## src/hw/fdc_pin_pkg.sv

```systemverilog
// Package for the floppy controller pin block: widths, encodings and timing counts.
// Assumes a 100 MHz core clock and that all pins are sampled through two flip-flops.
package fdc_pin_pkg;
   localparam int unsigned CLK_PERIOD_NS  = 10;             // Core clock period.
   localparam int unsigned STEP_PULSE_NS  = 1000;           // Width of one seek pulse.
   localparam int unsigned STEP_PULSE_CYC = (STEP_PULSE_NS + CLK_PERIOD_NS - 1) / CLK_PERIOD_NS;
   localparam int unsigned STEP_GAP_NS    = 2000;           // Least gap between seek pulses.
   localparam int unsigned STEP_GAP_CYC   = (STEP_GAP_NS + CLK_PERIOD_NS - 1) / CLK_PERIOD_NS;
   localparam int unsigned DATA_W         = 8;              // Host data bus width.
   localparam logic        MODE_EXTERNAL  = 1'b0;           // Mode pin level for external mode.
   localparam logic        POL_ACT_HIGH   = 1'b0;           // Polarity pin level, active high.
   localparam logic [1:0]  SEL_NONE       = 2'h0;           // No compatibility register picked.
   localparam logic [1:0]  SEL_DIG_OUT    = 2'h1;           // Digital-output register picked.
   localparam logic [1:0]  SEL_CONTROL    = 2'h2;           // Control register picked.
   localparam logic        HEAD_ZERO      = 1'b0;           // Logical head number 0.
   // Operating modes entered after reset.
   typedef enum logic {MODE_EXT, MODE_COMPAT} op_mode_t;
   // Write stream states: clock cell then data cell.
   typedef enum logic [1:0] {WR_IDLE, WR_CLK, WR_DATA} wr_state_t;
endpackage

```

## src/hw/fdc_drive_pin_control.sv

```systemverilog
// Pin-level control for a floppy controller: host reset state, mode, register pick,
// head select, seek pulses, write stream and transfer end.
// Assumes the command logic drives the request inputs on mclk_i; pins are asynchronous.
`timescale 1ns/1ns
module fdc_drive_pin_control
   import fdc_pin_pkg::*;
#(
   parameter int unsigned CELL_CYC = 100                   // Cycles per write cell.
) (
   input  wire logic              mclk_i,                  // Core clock.
   input  wire logic              rst_i,                   // Asynchronous reset.
   input  wire logic              mode_select_pin_i,       // Mode strap pin.
   input  wire logic              drive_output_polarity_i, // Drive output polarity pin.
   input  wire logic              compat_reg_select_i,     // Register select pin.
   input  wire logic              chip_select_n_i,         // Chip select pin, active low.
   input  wire logic              address_bit_zero_i,      // Address bit zero pin.
   input  wire logic              transfer_end_count_i,    // Terminal count pin.
   input  wire logic              track_zero_in_i,         // Track-zero pin from drive.
   input  wire logic              xfer_start_i,            // Start a transfer, pulse.
   input  wire logic              int_req_i,               // Interrupt request from core.
   input  wire logic              dma_req_i,               // DMA request from core.
   input  wire logic [DATA_W-1:0] host_rdata_i,            // Data to drive on the host bus.
   input  wire logic              host_read_i,             // Host read cycle in progress.
   input  wire logic              head_i,                  // Logical head to select.
   input  wire logic              step_req_i,              // One seek step, pulse.
   input  wire logic              wr_req_i,                // Write data to the drive.
   input  wire logic              wr_bit_i,                // Next data bit of the stream.
   output logic                   int_req_o,               // Host interrupt request.
   output logic                   dma_request_out_o,       // Host DMA request.
   output logic [DATA_W-1:0]      host_data_o,             // Host data bus out.
   output logic                   host_data_oe_o,          // Host data bus drive enable.
   output logic                   ext_mode_o,              // High in external mode.
   output logic [1:0]             reg_pick_o,              // Compatibility register picked.
   output logic                   side_o,                  // Side select pin.
   output logic                   step_o,                  // Step pin.
   output logic                   wdata_o,                 // Write stream pin.
   output logic                   wr_enable_o,             // Write enable pin.
   output logic                   xfer_active_o,           // Transfer in progress.
   output logic                   track_zero_o,            // Synchronised track-zero.
   output logic                   bit_taken_o              // Data bit consumed, pulse.
);
   // Cell counters need at least two cycles so a cell has a visible edge.
   if (CELL_CYC < 2) begin : g_cell_check
      $error("CELL_CYC must be at least 2");
   end
   // Both counters share one width, so it must hold the longest load of either of them.
   localparam int unsigned CW = $clog2(CELL_CYC + STEP_PULSE_CYC + STEP_GAP_CYC + 1);

   // Pin synchronisers, first and second stage; only stage two is read by logic.
   logic [6:0] meta_ff, sync_ff;
   logic       mode_s, pol_s, compat_reg_select_s, cs_n_s, a0_s, tc_s, trk_s;
   assign {mode_s, pol_s, compat_reg_select_s, cs_n_s, a0_s, tc_s, trk_s} = sync_ff;

   // Registered state.
   logic              int_ff, dma_ff, oe_ff, side_ff, step_ff, wd_ff, we_ff;
   logic              act_ff, trk_ff, taken_ff, strap_ff, ext_ff;
   logic [DATA_W-1:0] dat_ff;
   op_mode_t          mode_ff;
   logic [1:0]        pick_ff;
   wr_state_t         wst_ff;
   logic [CW-1:0]     scnt_ff, wcnt_ff;
   logic              bit_ff;
   // Next values.
   logic              nxt_int, nxt_dma, nxt_oe, nxt_side, nxt_step, nxt_wd, nxt_we;
   logic              nxt_act, nxt_taken, nxt_strap, nxt_bit, nxt_ext;
   logic [DATA_W-1:0] nxt_dat;
   op_mode_t          nxt_mode;
   logic [1:0]        nxt_pick;
   wr_state_t         nxt_wst;
   logic [CW-1:0]     nxt_scnt, nxt_wcnt;

   // Next-state logic for all pin outputs.
   always_comb begin
      nxt_strap = 1'b1;
      // The mode is caught once, on the first edge after reset release.
      nxt_mode  = mode_ff;
      if (!strap_ff) begin
         nxt_mode = (mode_s == MODE_EXTERNAL) ? MODE_EXT : MODE_COMPAT;
      end
      // The mode flag is registered so that the output leaves a flip-flop.
      nxt_ext = (nxt_mode == MODE_EXT);
      // Register pick; the select pin only counts in compatibility mode.
      nxt_pick = SEL_NONE;
      if (mode_ff == MODE_COMPAT && !cs_n_s) begin
         if (!a0_s) begin
            nxt_pick = SEL_NONE;
         end else if (compat_reg_select_s) begin
            nxt_pick = SEL_CONTROL;
         end else begin
            nxt_pick = SEL_DIG_OUT;
         end
      end
      // Transfer runs from start until terminal count; the count wins a tie.
      nxt_act = act_ff;
      if (tc_s) begin
         nxt_act = 1'b0;
      end else if (xfer_start_i) begin
         nxt_act = 1'b1;
      end
      nxt_int = int_req_i;
      nxt_dma = dma_req_i & nxt_act;
      nxt_oe  = host_read_i & !cs_n_s;
      nxt_dat = host_rdata_i;
      // Side pin: active-high polarity passes the head, active-low inverts it.
      nxt_side = (pol_s == POL_ACT_HIGH) ? head_i : !head_i;
      // Step pulse: a request starts a pulse, then a gap holds off the next.
      nxt_step = step_ff;
      nxt_scnt = scnt_ff;
      if (scnt_ff != '0) begin
         nxt_scnt = scnt_ff - 1'b1;
         if (scnt_ff == CW'(STEP_GAP_CYC + 1)) begin
            nxt_step = pol_s;
         end
      end else if (step_req_i) begin
         nxt_step = !pol_s;
         nxt_scnt = CW'(STEP_PULSE_CYC + STEP_GAP_CYC);
      end else begin
         // Idle: the pin rests at the inactive level that the polarity pin names.
         nxt_step = pol_s;
      end
      // Write stream: each bit cell is a clock cell then a data cell.
      nxt_wst   = wst_ff;
      nxt_wcnt  = wcnt_ff;
      nxt_wd    = wd_ff;
      nxt_bit   = bit_ff;
      nxt_taken = 1'b0;
      nxt_we    = pol_s;
      if (wcnt_ff != '0) begin
         nxt_wcnt = wcnt_ff - 1'b1;
      end
      case (wst_ff)
         WR_IDLE: begin
            nxt_wd = 1'b0;
            if (wr_req_i) begin
               nxt_wst   = WR_CLK;
               nxt_wcnt  = CW'(CELL_CYC - 1);
               nxt_wd    = 1'b1;
               nxt_bit   = wr_bit_i;
               nxt_taken = 1'b1;
            end
         end
         WR_CLK: begin
            if (wcnt_ff == '0) begin
               nxt_wst  = WR_DATA;
               nxt_wcnt = CW'(CELL_CYC - 1);
               nxt_wd   = bit_ff;
            end
         end
         default: begin
            if (wcnt_ff == '0) begin
               nxt_wst = wr_req_i ? WR_CLK : WR_IDLE;
               nxt_wd  = wr_req_i;
               if (wr_req_i) begin
                  nxt_wcnt  = CW'(CELL_CYC - 1);
                  nxt_bit   = wr_bit_i;
                  nxt_taken = 1'b1;
               end
            end
         end
      endcase
      if (nxt_wst != WR_IDLE) begin
         nxt_we = !pol_s;
      end
   end

   // Pin synchronisers run free through reset, so the mode strap and the polarity
   // pin are already settled at the first edge after release.
   always_ff @(posedge mclk_i) begin
      meta_ff <= {mode_select_pin_i, drive_output_polarity_i, compat_reg_select_i,
                  chip_select_n_i, address_bit_zero_i, transfer_end_count_i,
                  track_zero_in_i};
      sync_ff <= meta_ff;
   end

   // Registers. Drive pins reset low; the first clocked edge applies the polarity.
   // A pin level cannot be loaded under asynchronous reset, so the high resting level
   // for polarity 1 appears from the first edge after release.
   always_ff @(posedge mclk_i or posedge rst_i) begin
      if (rst_i) begin
         ext_ff   <= 1'b1;
         int_ff   <= 1'b0;
         dma_ff   <= 1'b0;
         oe_ff    <= 1'b0;
         dat_ff   <= '0;
         strap_ff <= 1'b0;
         mode_ff  <= MODE_EXT;
         pick_ff  <= SEL_NONE;
         act_ff   <= 1'b0;
         side_ff  <= 1'b0;
         step_ff  <= 1'b0;
         we_ff    <= 1'b0;
         wd_ff    <= 1'b0;
         scnt_ff  <= '0;
         wcnt_ff  <= '0;
         wst_ff   <= WR_IDLE;
         bit_ff   <= 1'b0;
         taken_ff <= 1'b0;
         trk_ff   <= 1'b0;
      end else begin
         ext_ff   <= nxt_ext;
         int_ff   <= nxt_int;
         dma_ff   <= nxt_dma;
         oe_ff    <= nxt_oe;
         dat_ff   <= nxt_dat;
         strap_ff <= nxt_strap;
         mode_ff  <= nxt_mode;
         pick_ff  <= nxt_pick;
         act_ff   <= nxt_act;
         side_ff  <= nxt_side;
         step_ff  <= nxt_step;
         we_ff    <= nxt_we;
         wd_ff    <= nxt_wd;
         scnt_ff  <= nxt_scnt;
         wcnt_ff  <= nxt_wcnt;
         wst_ff   <= nxt_wst;
         bit_ff   <= nxt_bit;
         taken_ff <= nxt_taken;
         trk_ff   <= trk_s;
      end
   end

   assign int_req_o         = int_ff;
   assign dma_request_out_o = dma_ff;
   assign host_data_o       = dat_ff;
   assign host_data_oe_o    = oe_ff;
   assign ext_mode_o        = ext_ff;
   assign reg_pick_o        = pick_ff;
   assign side_o            = side_ff;
   assign step_o            = step_ff;
   assign wdata_o           = wd_ff;
   assign wr_enable_o       = we_ff;
   assign xfer_active_o     = act_ff;
   assign track_zero_o      = trk_ff;
   assign bit_taken_o       = taken_ff;
endmodule // fdc_drive_pin_control

```

## config.mk

```make
export PLATFORM = sky130hd
export DESIGN_NAME = fdc_drive_pin_control
export DESIGN_NICKNAME = d
export VERILOG_FILES = /design/src/hw/fdc_pin_pkg.sv /design/src/hw/fdc_drive_pin_control.sv
export SDC_FILE = /design/constraint.sdc
export NUM_CORES = 1
export LEC_CHECK = 0
export ABC_AREA = 1
export BUFFER_PORTS_ARGS = -buffer_cell sky130_fd_sc_hd__buf_2
export CAP_MARGIN = 20
export CORE_AREA = 3 3 91 93
export CTS_CLUSTER_DIAMETER = 50
export DETAILED_ROUTE_END_ITERATION = 7
export DIE_AREA = 0 0 94 96
export PLACE_DENSITY = 0.51
export SETUP_SLACK_MARGIN = 0.3
export SLEW_MARGIN = 20
export SYNTH_ARGS = -nofsm -noshare
export SYNTH_HDL_FRONTEND = slang
export SYNTH_SLANG_ARGS = --single-unit
```

## constraint.sdc

```tcl
create_clock -name mclk_i -period 2.1 [get_ports mclk_i]
set_clock_uncertainty 0.05 [all_clocks]
set_input_delay 0.21 -clock mclk_i [delete_from_list [all_inputs] [get_ports mclk_i]]
set_output_delay 0.21 -clock mclk_i [all_outputs]
set_load 0.005 [all_outputs]
```

==> metrics.md, run 1 <==
| Metric | Value |
|---|---|
| CP Capture Point | wcnt_ff[0] |
| CTS tree | done |
| Clk slew on worst S/H paths | ~60 ps |
| Post-synthesis compound-gate area fraction | 4.91% |
| Routed WL | between 4 and 5 mm |
| RSZ-0062 raised after global routing | yes |
| CP endpoint kind | register |
| Lkg Pwr | around 1.5 nW |
| GPL Wtd Cong | 0.835 |
| Most used cell, CP | ha_4 |
| Sequential area share after synthesis | between 60% and 70% |
| Fillers | roughly 800 |
| Ports | 46 |
| Final core occ | about 40% |
| CP Launch Point | wcnt_ff[0] |
| Yosys Warn Count | 0 |
| Worst VDD drop | about 0.50 mV |
| Placed cell area | between 2000 and 3000 um^2 |
| Initial DRC count | 136 |
| FF+latch area | 1380 um^2 |
| Fin crit period | 1680 ps |
| Largest net degree at the start of global routing | 25 |
| CTS max path bufs | 2 |
| Final hold viol count | 0 |
| Final Cell Area | 3010 um^2 |
| Post-synthesis cell count | between 200 and 250 |
| Status | finished, final reports clean |
| Commonest register cell after synthesis | dfrtp_1 |
| Critical-path cell list | inv_2 > ha_4 > nand2_2 > nor2_4 > nand3_2 > ha_4 > nor2_2 > nand4_1 > nand3_1 > nand2_1 |
| Rows | 32 |
| Worst min path class | primary input to register |
| DP Wirelength | 3.25 mm |
| Core ar. | 7610 um^2 |
| Levels on crit path | 10 |
| GR Overflow Total | 0 |
| Adder-cell share of the synthesized area | under 10% |
| Reg2reg start | wcnt_ff[0] |
| Max Freq | just under 600 MHz |
| R2R cell count | 10 |
| Largest family of logic cells by synthesized area | simple AND/OR/NAND/NOR gates |
| CTS root buffer | clkbuf_8 |
| Vias in the first global route | 1694 |
| H-tree Lvls | 3 |
| Routed WL per cell | approximately 11 um |
| Share of flip-flops with an asynchronous set or reset | 75.9% |
| Share of layout cells above drive strength 1 | between 20% and 30% |
| Most frequent cell after synthesis | dfrtp_1 |
| DR pass1 iterations | 4 |
| Slowest CP cell | dfrtp_1 |
| ANT nets after route | 0 |
| Critical Path Source Type | register |
| Die width | around 94 um |
| CP required | approximately 2300 ps |
| GRT Overall Usage | ~11% |
| Setup TNS | 0 ps |
| CP arrival | 1850 ps |
| Synth top cells by count | dfrtp_1, nand2_1, inv_1 |
| P&R area growth vs syn | 34.3% |
| Initial core utilization | 29.5% |
| Post-Syn Area | 2240 um^2 |
| HP Start | host_read_i |
| Crit path max-delay family | simple AND/OR/NAND/NOR gates |
| Die ar. | 9020 um^2 |
| Num CTS Buffers | 9 |
| Diodes inserted | 0 |
| Mux share of post-synthesis cell area | 0% |
| Post-synth EDFFs | 0 |
| Synth Area in XOR/XNOR | under 10% |
| DIE HEIGHT | 96 um |
| Period utilization | about four fifths |
| Footprint of the multi-input gates | approximately 740 um^2 |
| Flops & latches, synth | 58 |
| Crit path buf inv count | 1 |
| Power Dens Cells | 1000 nW/um^2 |
| Register-to-Register Setup Slack | around 420 ps |
| First-pass GRT wire length | 7.69 mm |
| Synth Area in Simple Gates | 21.4% |
| Worst Setup Path Type | register to register |
| # port buffers | between 40 and 50 |
| Area leader, netlist | dfrtp_1 |
| Avg Inst Size Synth | 9.34 um^2 |
| Synth top area share | roughly half |
| Critical Path Max Stage Delay | between 400 and 500 ps |
| Crit-path max FO | 4 |
| DRC violations left | 0 |
| Max Cap Viol | 0 |
| Vias/cell | around 4.1 |
| Top post-synthesis cells by area | dfrtp_1, dfxtp_1, nand2_1 |
| Syn nets | approximately 270 |
| Vias | between 1500 and 2000 |
| Max-slew violation count | 0 |
| Final Net Count | about 340 |
| # clock sinks | 58 |
| Terminus of the critical flop-to-flop path | wcnt_ff[0] |
| Setup-failing EPs final | 0 |
| Initial antenna violation count | 0 |
| Worst-Skew Late Latency | approximately 330 ps |
| Synth unique cells | 26 |
==> layout make-up <==
class                   instances  area share [%]
repair buffers                 66            14.6
well taps                     102            4.24
clock buffers                  11            4.70
inverters                      40            4.99
multi-input cells             140            24.5
flip-flops and latches         58            45.9
clock inverters                 5           0.998
==> report_power, final <==
part / switching, W / total (W) / internal (W)
combinational: 0.000433 / 0.000752 / 0.000319
clock: 0.000427 / 0.000880 / 0.000453
sequential: 0.0000992 / 0.00139 / 0.00129
==> layer usage <==
metal  GRT usage, %  vias up  part of all wire (%)
met2           17.7       35                    47
met1           13.7      806                    47
met3           3.83        6                   4.4
li1               -      896                     -
met5              0        -                     0
met4           5.05        0                   2.0
==> cell families (layout without fill, tap and decap cells) <==
logic type,count (synthesis),after routing
and+or+nand+nor,109,109
other,1,1
adders and majority gates,4,4
DFF,58,58
AOI/OAI and AO/OA,20,20
xor gates and xnor gates,6,6
buffers and inverters,42,122
==> stage by stage <==
stage,total power [W],setup WS (ps),cells,hold slack (ps)
floorplan,0.00190,294,240,188
CTS,0.00304,312,421,25.1
global route,0.00326,263,422,66.4
detailed placement,0.00211,296,387,211
global placement,0.00209,361,387,213
finish,0.00302,417,422,38.0
==> what timing repair did <==
item                                    4_1_cts  5_1_grt
gates resized for setup                       0        3
buffers inserted                              0        1
hold buffers                                 18        0
endpoints found under the setup margin        2       11
endpoints found under the hold margin        37        0
pin swaps                                     1        2
==> tightest hold or removal path: stages <==
cell and delay, ps:
buf_2 100, inv_1 40, nor2_1 30
==> placed cells by master (no fill, tap or decap), types with 2 or more instances in the layout <==
master,count
nand4_1,4
nand2_1,41
nor3b_1,2
dfxtp_1,14
nor3_1,3
clkinvlp_4,2
xor2_1,5
a21oi_1,3
clkinv_2,3
clkbuf_8,10
nand3_1,17
ha_4,2
buf_2,45
buf_4,2
dlygate4sd3_1,18
nor2_2,2
inv_2,3
nand2_2,3
o21ai_0,13
dfrtp_1,43
ha_1,2
or2_2,2
inv_1,37
nor2_1,32
==> worst min-delay path by stage <==
stage	end	slack, ps	cells after the start
after detailed placement	int_req_o	210	2
after global placement	int_req_o	210	2
after CTS	host_data_oe_o	30	3
after global routing	dma_request_out_o	70	2
final	host_data_oe_o	40	3
after floorplan	meta_ff[0]	190	0
==> sequential cells by signal, indices dropped and copies added, names as in the netlist, 2 cells and up <==
signal,count
sync_ff,7
wcnt_ff,9
scnt_ff,9
host_data_o,8
meta_ff,7
reg_pick_o,2
wst_ff,2
No activity file was read; power rests on OpenSTA's default activity.
==> run 2: changes to the inputs <==
- clock period: 2.1 -> 1.6 ns (I/O delays scaled with it)
==> run 2 against run 1 <==
The flow now finishes with violations (negative setup slack). Critical endpoint unchanged. Total power is 57% higher. Register-to-register slack worse by 450 ps. Flip-flop and latch count stayed put. Design area is 19% higher. Setup slack worse by 450 ps. Highest routed layer unchanged. Final cell count is 6.6% higher.
==> metrics.md, run 2 (synthesis gave the netlist of run 1 again) <==
| Metric | Value |
|---|---|
| Diodes inserted | 0 |
| ANT nets after route | 0 |
| Crit path buf inv count | 1 |
| Pre-CTS WS | -51.9 ps |
| DRC violations left | 0 |
| Lkg Pwr | about 1.8 nW |
| CP endpoint kind | register |
| Worst Setup Path Type | register to register |
| Reg2reg start | wcnt_ff[0] |
| Vias/cell | 4.12 |
| GPL Wtd Cong | between 0.7 and 0.8 |
| Worst hold slack | ~19 ps |
| # port buffers | 45 |
| RSZ-0062 raised after global routing | yes |
| Worst-Skew Late Latency | 330 ps |
| CTS root buffer | clkbuf_8 |
| Initial DRC count | 34 |
| Final hold viol count | 0 |
| NetSw | 0.00152 W |
| Share of layout cells above drive strength 1 | between 40 and 50% |
| Worst min path class | primary input to register |
| Routed WL per cell | 11.3 um |
| Clk pwr share | between 30% and 40% |
| Period utilization | 102% |
| CP arrival | 1810 ps |
| M1 GR Usage | about 15% |
| First-pass GRT wire length | 8.20 mm |
| Clk slew on worst S/H paths | roughly 80 ps |
| # clock sinks | 58 |
| Slowest CP cell | dfrtp_1 |
| CTS tree | done |
| Max Freq | between 600 and 700 MHz |
| Final Net Count | about 370 |
| DP Wirelength | a little over 3 mm |
| Rows | 32 |
| DIE HEIGHT | 96 um |
| Register-to-Register Setup Slack | -40 ps |
| Critical Path Source Type | register |
| Setup-failing EPs final | 1 |
| Crit path max-delay family | simple AND/OR/NAND/NOR gates |
| Worst VDD drop | 0.633 mV |
| Max Cap Viol | 0 |
| CP required | between 1500 and 2000 ps |
| CTS max path bufs | 2 |
| Crit-path max FO | 2 |
| Largest net degree at the start of global routing | 45 |
| Violated checks | negative setup slack |
| Sw Ratio | 32.2% |
| Power Dens Cells | 1320 nW/um^2 |
| GRT Overall Usage | a little under an eighth |
| Most common cell after layout, fill and taps aside | buf_2 |
| HP Start | xfer_start_i |
| Num CTS Buffers | 9 |
| P&R area growth vs syn | 59.3% |
| Terminus of the critical flop-to-flop path | wcnt_ff[0] |
| Fin crit period | roughly 1600 ps |
| Vias | roughly 1900 |
| Hold EP | xfer_active_o |
| R2R cell count | 10 |
| H-tree Lvls | 3 |
| Max-slew violation count | 0 |
| Status | finished with violations |
| Routed WL | approximately 5 mm |
| GR Overflow Total | 0 |
| GR met2 Demand/Resource | between 10% and 20% |
| Most frequent cells in the layout | buf_2, dfrtp_1, inv_1 |
| Initial core utilization | 29.5% |
| Most Used Layer, Global Route | met2 |
| Fillers | ~710 |
| Vias in the first global route | roughly 1800 |
| Met3 Track Usage GR | 3.21% |
| Critical Path Max Stage Delay | slightly below 400 ps |
| Internal Power | approximately 0.0032 W |
| Ports | 46 |
| DR pass1 iterations | 4 |
| Die width | 94 um |
| Core ar. | 7610 um^2 |
| Die ar. | approximately 9000 um^2 |
| Combinational power share | between 20 and 30% |
| Final setup margin | -35.2 ps |
| Hold path cells | 3 |
| Sequential share of power | just under 40% |
| Initial antenna violation count | 0 |
| Critical-path cell list | inv_2 > ha_4 > nand2_4 > nor2_4 > nand3_4 > ha_4 > nor2_4 > nand4_1 > nand3_1 > nand2_1 |
run 2: cell count changes in the layout (fill, tap and decap cells not counted), moves of 7 or more:
cell / before / now
buf_6: 0 / 9
nor2_1: 32 / 22
o21ai_0: 13 / 6
nand2_4: 0 / 7
buf_4: 2 / 18
nand2_1: 41 / 28
run 2: timing repair:
item | CTS | global route
endpoints found under the setup margin | 22 | 25
hold buffers | 19 | 0
buffers inserted | 11 | 9
pin swaps | 20 | 28
endpoints found under the hold margin | 61 | 0
gates resized for setup | 42 | 40
run 2: layer usage:
metal | part of all wire, % | up-vias
met1 | 46 | 858
met2 | 49 | 40
met4 | 0.87 | 0
li1 | - | 951
met3 | 4.0 | 5
met5 | 0 | -
run 2: worst max path at each step:
stage,cells after the start,startpoint,endpoint
2_1_floorplan,11,wcnt_ff[0],wcnt_ff[0]
3_3_place_gp,10,wcnt_ff[0],wcnt_ff[0]
3_5_place_dp,10,wcnt_ff[0],wcnt_ff[0]
4_1_cts,10,wcnt_ff[0],wcnt_ff[0]
5_1_grt,10,wcnt_ff[0],wcnt_ff[0]
6_report,10,wcnt_ff[0],wcnt_ff[0]
run 2: metrics by stage:
step	utilization, %	TNS (ps)	std cells	cell area, um^2	power, W
6_report	46.9	-35.2	450	3570	0.00473
3_5_place_dp	35.8	-96.1	395	2720	0.00281
5_1_grt	46.9	-346	450	3570	0.00503
4_1_cts	44.1	-59.1	441	3360	0.00457
2_1_floorplan	-	-206	240	2290	0.00250
3_3_place_gp	35.8	-3.36	395	2720	0.00281
run 2: area by class of cell:
cell class,count,area [um^2],share of cell area (%)
Sequential cell,58,1380,38.7
Multi-Input combinational cell,140,975,27.3
Timing Repair Buffer,94,707,19.8
Inverter,40,153,4.28
Tap cell,102,128,3.58
Clock buffer,9,124,3.47
Clock inverter,7,101,2.84
run 2: power by group through the flow:
stage               registers, W  logic, W  clock network (W)
CTS                      0.00182   0.00116            0.00159
global route             0.00186   0.00153            0.00165
floorplan                0.00183  0.000671                  0
finish                   0.00183   0.00137            0.00153
global placement         0.00184  0.000975                  0
detailed placement       0.00183  0.000980                  0
run 2: worst register-to-register path, cell delays in order, from the launching register on:
cell	delay (ps)
dfrtp_1	390
inv_2	80
ha_4	150
nand2_4	50
nor2_4	140
nand3_4	100
ha_4	230
nor2_4	120
nand4_1	100
nand3_1	80
nand2_1	50
